<file path="src/core/piar_pkg.sv">
/*
 * Package for the PHY identifier and auto-negotiation advertisement register bank.
 * Holds the register addresses, the advertisement field layout and its reset value,
 * the write mask and the request carrier.
 * Assumes the management frame engine delivers one decoded request per clock.
 */
package piar_pkg;

    localparam logic [4:0] ADDR_ID_HIGH = 5'h02;
    localparam logic [4:0] ADDR_ID_LOW = 5'h03;
    localparam logic [4:0] ADDR_ADVERT = 5'h04;

    localparam logic [4:0] SEL_IEEE_8023 = 5'h01;
    localparam logic [4:0] SEL_IEEE_8029 = 5'h02;
    localparam logic [4:0] SEL_RSVD_LOW = 5'h00;
    localparam logic [4:0] SEL_RSVD_HIGH = 5'h1F;

    // advertisement word, msb first
    typedef struct packed {
        logic nextPage;
        logic rsvd14;
        logic remoteFault;
        logic rsvd12;
        logic asymPause;
        logic pause;
        logic t4Ability;
        logic [3:0] ability;
        logic [4:0] selector;
    } piar_adv_t;

    localparam logic [15:0] ADV_RESET = 16'h0001;
    localparam logic [15:0] ADV_WRITE_MASK = 16'hBFFF;

    typedef struct packed {
        logic rd;
        logic wr;
        logic [4:0] addr;
        logic [15:0] wdata;
    } piar_req_t;

endpackage

</file>
<file path="src/core/piar_strap_capture.sv">
/*
 * Strap capture for the advertisement defaults.
 * Samples the pause strap and the four config_strap_pins levels at the first
 * clock edge after reset release and issues a single load pulse.
 * Assumes the strap levels are stable around reset release.
 */
`timescale 1ns/1ps
`default_nettype none

module piar_strap_capture (
    input wire logic clk,
    input wire logic resetn,
    input wire logic pauseStrap,
    input wire logic [3:0] config_strap_pins,
    output logic loadPulse_reg,
    output logic pauseVal_reg,
    output logic [3:0] abilityVal_reg
);

    logic done_reg;

    // caught by a clocked process after release, never by the reset itself
    always_ff @(posedge clk or negedge resetn) begin
        if (!resetn) begin
            done_reg <= 1'b0;
            loadPulse_reg <= 1'b0;
            pauseVal_reg <= 1'b0;
            abilityVal_reg <= 4'h0;
        end else begin
            done_reg <= 1'b1;
            loadPulse_reg <= !done_reg;
            if (!done_reg) begin
                pauseVal_reg <= pauseStrap;
                abilityVal_reg <= config_strap_pins;
            end
        end
    end

endmodule // piar_strap_capture

`default_nettype wire

</file>
<file path="src/core/piar_regs.sv">
/*
 * PHY identifier registers (addresses 2 and 3) and auto-negotiation
 * advertisement register (address 4) of the management register set.
 * Assumes a frame engine presents decoded read and write requests, one per
 * clock, synchronous to clk; other addresses are served elsewhere.
 */
`timescale 1ns/1ps
`default_nettype none

// Functional notes
// address 2 returns identifier bits 3..18
// address 3 bits 15:10 return identifier 19..24
// address 3 bits 9:4 return model number
// address 3 bits 3:0 return revision
// next page bit read/write, resets 0
// remote fault bit read/write, resets 0
// asymmetric pause bit read/write, resets 0
// pause bit read/write, default from strap
// 100BASE-T4 bit writable, resets 0
// four ability bits read/write, strap defaults
// selector read/write, resets to 802.3 code
// software avoids reserved selector codes
// writes to read-only bits are ignored
module piar_regs #(
    parameter logic [15:0] OUI_MID = 16'h1234, // arbitrary value
    parameter logic [5:0] OUI_TOP = 6'h2A, // arbitrary value
    parameter logic [5:0] MODEL_NUM = 6'h15, // arbitrary value
    parameter logic [3:0] REVISION_NUM = 4'h1 // arbitrary value
) (
    input wire logic clk,
    input wire logic resetn,
    input wire piar_pkg::piar_req_t mgmtReq,
    input wire logic pauseStrap,
    input wire logic [3:0] config_strap_pins,
    output logic [15:0] rdData_reg,
    output logic rdValid_reg,
    output logic rdHit_reg,
    output piar_pkg::piar_adv_t advWord_reg
);

    ////////////////////////////////////////////////////////////////////////
    // strap defaults

    logic loadPulse;
    logic pauseVal;
    logic [3:0] abilityVal;

    piar_strap_capture strapCapture (
        .clk(clk),
        .resetn(resetn),
        .pauseStrap(pauseStrap),
        .config_strap_pins(config_strap_pins),
        .loadPulse_reg(loadPulse),
        .pauseVal_reg(pauseVal),
        .abilityVal_reg(abilityVal)
    );

    ////////////////////////////////////////////////////////////////////////
    // decode

    function automatic logic addrInBank(input logic [4:0] a);
        addrInBank = (a == piar_pkg::ADDR_ID_HIGH) || (a == piar_pkg::ADDR_ID_LOW)
            || (a == piar_pkg::ADDR_ADVERT);
    endfunction

    wire logic [15:0] idHighWord = OUI_MID;
    wire logic [15:0] idLowWord = {OUI_TOP, MODEL_NUM, REVISION_NUM};
    wire logic readHit = mgmtReq.rd && addrInBank(mgmtReq.addr);
    wire logic advWrite = mgmtReq.wr && (mgmtReq.addr == piar_pkg::ADDR_ADVERT);
    wire logic [15:0] readMux =
        (mgmtReq.addr == piar_pkg::ADDR_ID_HIGH) ? idHighWord :
        (mgmtReq.addr == piar_pkg::ADDR_ID_LOW) ? idLowWord :
        (mgmtReq.addr == piar_pkg::ADDR_ADVERT) ? 16'(advWord_reg) : 16'h0000;

    // id writes never reach storage; bit 14 masked off
    wire logic [15:0] advWritten = mgmtReq.wdata & piar_pkg::ADV_WRITE_MASK;

    piar_pkg::piar_adv_t advStrapped;
    piar_pkg::piar_adv_t advNext;

    always_comb begin
        advStrapped = advWord_reg;
        advStrapped.pause = pauseVal;
        advStrapped.ability = abilityVal;
    end

    // strap load wins over a colliding write
    assign advNext = loadPulse ? advStrapped :
        advWrite ? piar_pkg::piar_adv_t'(advWritten) : advWord_reg;

    ////////////////////////////////////////////////////////////////////////
    // registers

    always_ff @(posedge clk or negedge resetn) begin
        if (!resetn) begin
            advWord_reg <= piar_pkg::piar_adv_t'(piar_pkg::ADV_RESET);
        end else begin
            advWord_reg <= advNext;
        end
    end

    always_ff @(posedge clk or negedge resetn) begin
        if (!resetn) begin
            rdData_reg <= 16'h0000;
            rdValid_reg <= 1'b0;
            rdHit_reg <= 1'b0;
        end else begin
            rdValid_reg <= mgmtReq.rd;
            rdHit_reg <= readHit;
            rdData_reg <= mgmtReq.rd ? readMux : rdData_reg;
        end
    end

    wire logic rdHigh = mgmtReq.rd && (mgmtReq.addr == piar_pkg::ADDR_ID_HIGH);
    wire logic rdLow = mgmtReq.rd && (mgmtReq.addr == piar_pkg::ADDR_ID_LOW);
    wire logic rdAdv = mgmtReq.rd && (mgmtReq.addr == piar_pkg::ADDR_ADVERT);
    wire logic idWrite = mgmtReq.wr && (mgmtReq.addr == piar_pkg::ADDR_ID_HIGH
        || mgmtReq.addr == piar_pkg::ADDR_ID_LOW);
    wire logic plainWrite = advWrite && !loadPulse;
endmodule // piar_regs

`default_nettype wire

</file>
<file path="config.mk">
export PLATFORM = sky130hd
export DESIGN_NAME = piar_regs
export DESIGN_NICKNAME = d
export VERILOG_FILES = /design/src/core/piar_pkg.sv /design/src/core/piar_strap_capture.sv /design/src/core/piar_regs.sv
export SDC_FILE = /design/constraint.sdc
export NUM_CORES = 1
export LEC_CHECK = 0
export CORE_MARGIN = 2
export CORE_UTILIZATION = 40
export CTS_CLUSTER_DIAMETER = 80
export CTS_CLUSTER_SIZE = 16
export DETAILED_ROUTE_END_ITERATION = 16
export DONT_BUFFER_PORTS = 1
export SYNTH_ARGS = -nofsm -noshare
export SYNTH_HDL_FRONTEND = slang
export SYNTH_SLANG_ARGS = --single-unit
</file>
<file path="constraint.sdc">
create_clock -name clk -period 1.4 [get_ports clk]
set_input_delay 0.07 -clock clk [delete_from_list [all_inputs] [get_ports clk]]
set_output_delay 0.07 -clock clk [all_outputs]
set_load 0.01 [all_outputs]
</file>
==> results.md <==
- PD cells: 1140 nW/µm²
- Reg2Reg Depth: 3
- Critical-path cell list: dlygate4sd3_1, nand2_1, o22ai_1
- Core footprint: 3970 µm²
- GP Congestion: 0.777
- Worst Setup SP: mgmtReq[22]
- Routed vias/inst: 5.34
- Top cell type's share of synthesized area: 57.9%
- Switching share of total power: 25.5%
- DRC viols: 0
- Dpl ws: -0.132 ns
- Routed Antenna Nets: 0
- Tmin final: 1.28 ns
- Avg Inst Size Synth: 11.3 µm²
- WL final: 3.66 mm
- Critical Path RT: 1.60 ns
- Synth warn: 0
- Die Area: 4640 µm²
- CTS tree: done
- Placement Cell Area: 1730 µm²
- CP top delay family: buffers and inverters
- Clock network fraction of total power: 31.2%
- First-pass GRT wire length: 5.52 mm
- RSZ-0062 raised after global routing: no
- Area leader, netlist: dfrtp_1
- Asr flop ratio synth: 100%
- Post-DP HPWL: 2.60 mm
- Crit path max fanout: 26
- P&R area growth vs syn: 22.1%
- CP arrival: 1.48 ns
- Layout cell share with drive strength beyond 1: 19.3%
- Synth Flop Type: dfrtp_1
- Crit path buf inv count: 1
- Rows: 23
- Hold path startpoint: mgmtReq[18]
- Worst reg2reg startpoint: strapCapture.loadPulse_reg
- Critical R2R Capture: advWord_reg[11]
- Vias in the first global route: 1146
- Clk Latency, worst-skew pair: 0.29 ns
- Post-Route Utilization: 50.5%
- Worst Setup EP: rdData_reg[10]
- Number of flops mapped to enable cells by yosys: 0
- Outcome: finished clean
- Leakage: 0.847 nW
- # placed instances: 194
- Slew margin rel.: 43.3%
- Final worst slack: 0.116 ns
- Sequential power share: 58.6%
- Initial Utilization: 41.4%
- Fin. max-slew vios: 0
- Number of distinct library cells after synthesis: 25
- Worst setup SP type: primary input
- CTS clock-pin slew for the worst setup and hold paths: 0.07 ns
- R2r setup slk: 0.15 ns
- Worst path slowest cell: dlygate4sd3_1
- Final worst path period share: 91.7%
- Die Width: 68.1 µm
- Total track usage: 16.9%
- Slowest cell delay on critical path: 1.09 ns
- Clock root cell: clkbuf_8
- Die Ht: 68.1 µm
- Initial antenna violation count: 0
- Crit. path cell count: 3
- Worst vdd ir: 0.473 mV
- Synthesis-stage register bit count: 39
- Worst-margin pin slew: 0.847 ns
- PortBufs: 0
- Net switching power: 0.000584 W
- IO Pins: 64
- Final Instance Count excl. Fillers: 221
- Post-cts repair resize count: 0
- DRT iter0 DRCs: 77
- Area contributors post-synth: dfrtp_1 58%, mux2_2 10%, o22ai_1 3.8%
- Global route overflow: 0
- Inserted Clock Buffers: 5
- Fmax: 0.779 GHz
- Pint: 0.00171 W
- Synth Instances: 146
- H-Tree Depth: 2
- Nets: 200
- Detailed-route via count: 1180
- Final setup violation count: 0
- Hold Crit Class: primary input to flip-flop
- Drt pass-1 iters: 4
- Final Hold Fails: 0
- Class of the most critical setup path: primary input to flip-flop
- DR WL/cell: 16.5 µm
- Clock Sinks: 39
- Sequential area share after synthesis: 59.5%
- Crit. End Element: flip-flop
- Post-route cell area: 2010 µm²
- Max Root-Sink Buffers: 2
- Ant. Diodes: 0
- Mapped cell area: 1640 µm²
- Logic gate share of total power: 10.2%
- Maxcap violations: 0
- Skew final: 0.00746 ns
- Largest net degree at the start of global routing: 40
cells in the mapped netlist (5+ instances only):
cell      number
a31oi_1        5
mux2_2        15
dfrtp_1       38
clkbuf_1       8
nor2b_1        6
inv_1         11
a41oi_1        5
nor2_1        12
o21ai_0        5
a21oi_1        7
o22ai_1       10
nand2_1        6
cells by family (layout without fill, tap and decap cells):
| kind of cell | Yosys count | after routing | share of synthesized area (%) |
|---|---|---|---|
| DFF | 39 | 39 | 59.5 |
| buffers and inverters | 22 | 46 | 5.56 |
| other | 2 | 3 | 0.457 |
| and+or+nand+nor | 35 | 35 | 11.7 |
| muxes | 15 | 15 | 10.3 |
| AOI/OAI and AO/OA | 33 | 33 | 12.5 |
per-layer routing:
metal	global-route usage (%)	vias up	wire length [µm]
met2	27.4	45	1880
met3	7.73	7	292
met4	7.00	0	63
met5	0	-	0
li1	-	550	-
met1	19.2	578	1420
worst min-delay path by stage:
stage                 endpoint  slack [ns]  cells past startpoint
3_5_place_dp     rdData_reg[7]       -0.22                      0
3_3_place_gp    advWord_reg[1]       -0.22                      0
2_1_floorplan  advWord_reg[10]       -0.23                      0
6_report         rdData_reg[4]       0.008                      2
5_1_grt          rdData_reg[4]        0.03                      2
4_1_cts          rdData_reg[4]       0.002                      2
through the flow:
stage	hold slack, ns	setup TNS (ns)	total power, W
finish	0.00762	0	0.00229
global route	0.0272	0	0.00242
CTS	0.00177	0	0.00232
detailed placement	-0.225	-1.19	0.00152
global placement	-0.225	-0.921	0.00151
floorplan	-0.226	-1.69	0.00149
worst reg2reg max path, delay by kind of cell (launching register included):
kind                   cells  cell delay [ns]
and+or+nand+nor            1             0.23
muxes                      1             0.33
buffers and inverters      1             0.17
DFF                        1             0.41
layout by cell type (no fill, tap or decap), types with 3 or more instances in the layout:
cell type,netlist,routed
nand3_1,4,4
clkbuf_1,8,3
nand2_1,6,6
o22ai_1,10,10
o21ai_0,5,5
a21oi_1,7,7
mux2_2,15,15
dfrtp_1,38,38
clkbuf_8,0,5
buf_4,2,8
inv_1,11,11
dlygate4sd3_1,0,18
conb_1,2,3
a41oi_1,5,5
nor2b_1,6,6
nor2_1,12,12
a31oi_1,5,5
power groups by stage:
stage	Combinational, W	Sequential [W]	Clock [W]
CTS	0.000236	0.00134	0.000745
global placement	0.000148	0.00136	0
floorplan	0.000153	0.00133	0
detailed placement	0.000155	0.00137	0
finish	0.000233	0.00134	0.000715
global route	0.000262	0.00135	0.000801
timing repair:
action | 4_1_cts | 5_1_grt
buffers inserted | 0 | 0
endpoints found under the hold margin | 71 | 0
hold buffers | 19 | 0
area by class of cell:
cell class | count | area (µm²)
clock buffers | 8 | 80.1
fillers | 353 | 1970
well taps | 50 | 62.6
flip-flops and latches | 39 | 977
multi-input cells | 86 | 584
repair buffers | 27 | 260
inverters | 11 | 41.3
(Power assumes the default switching activity.)
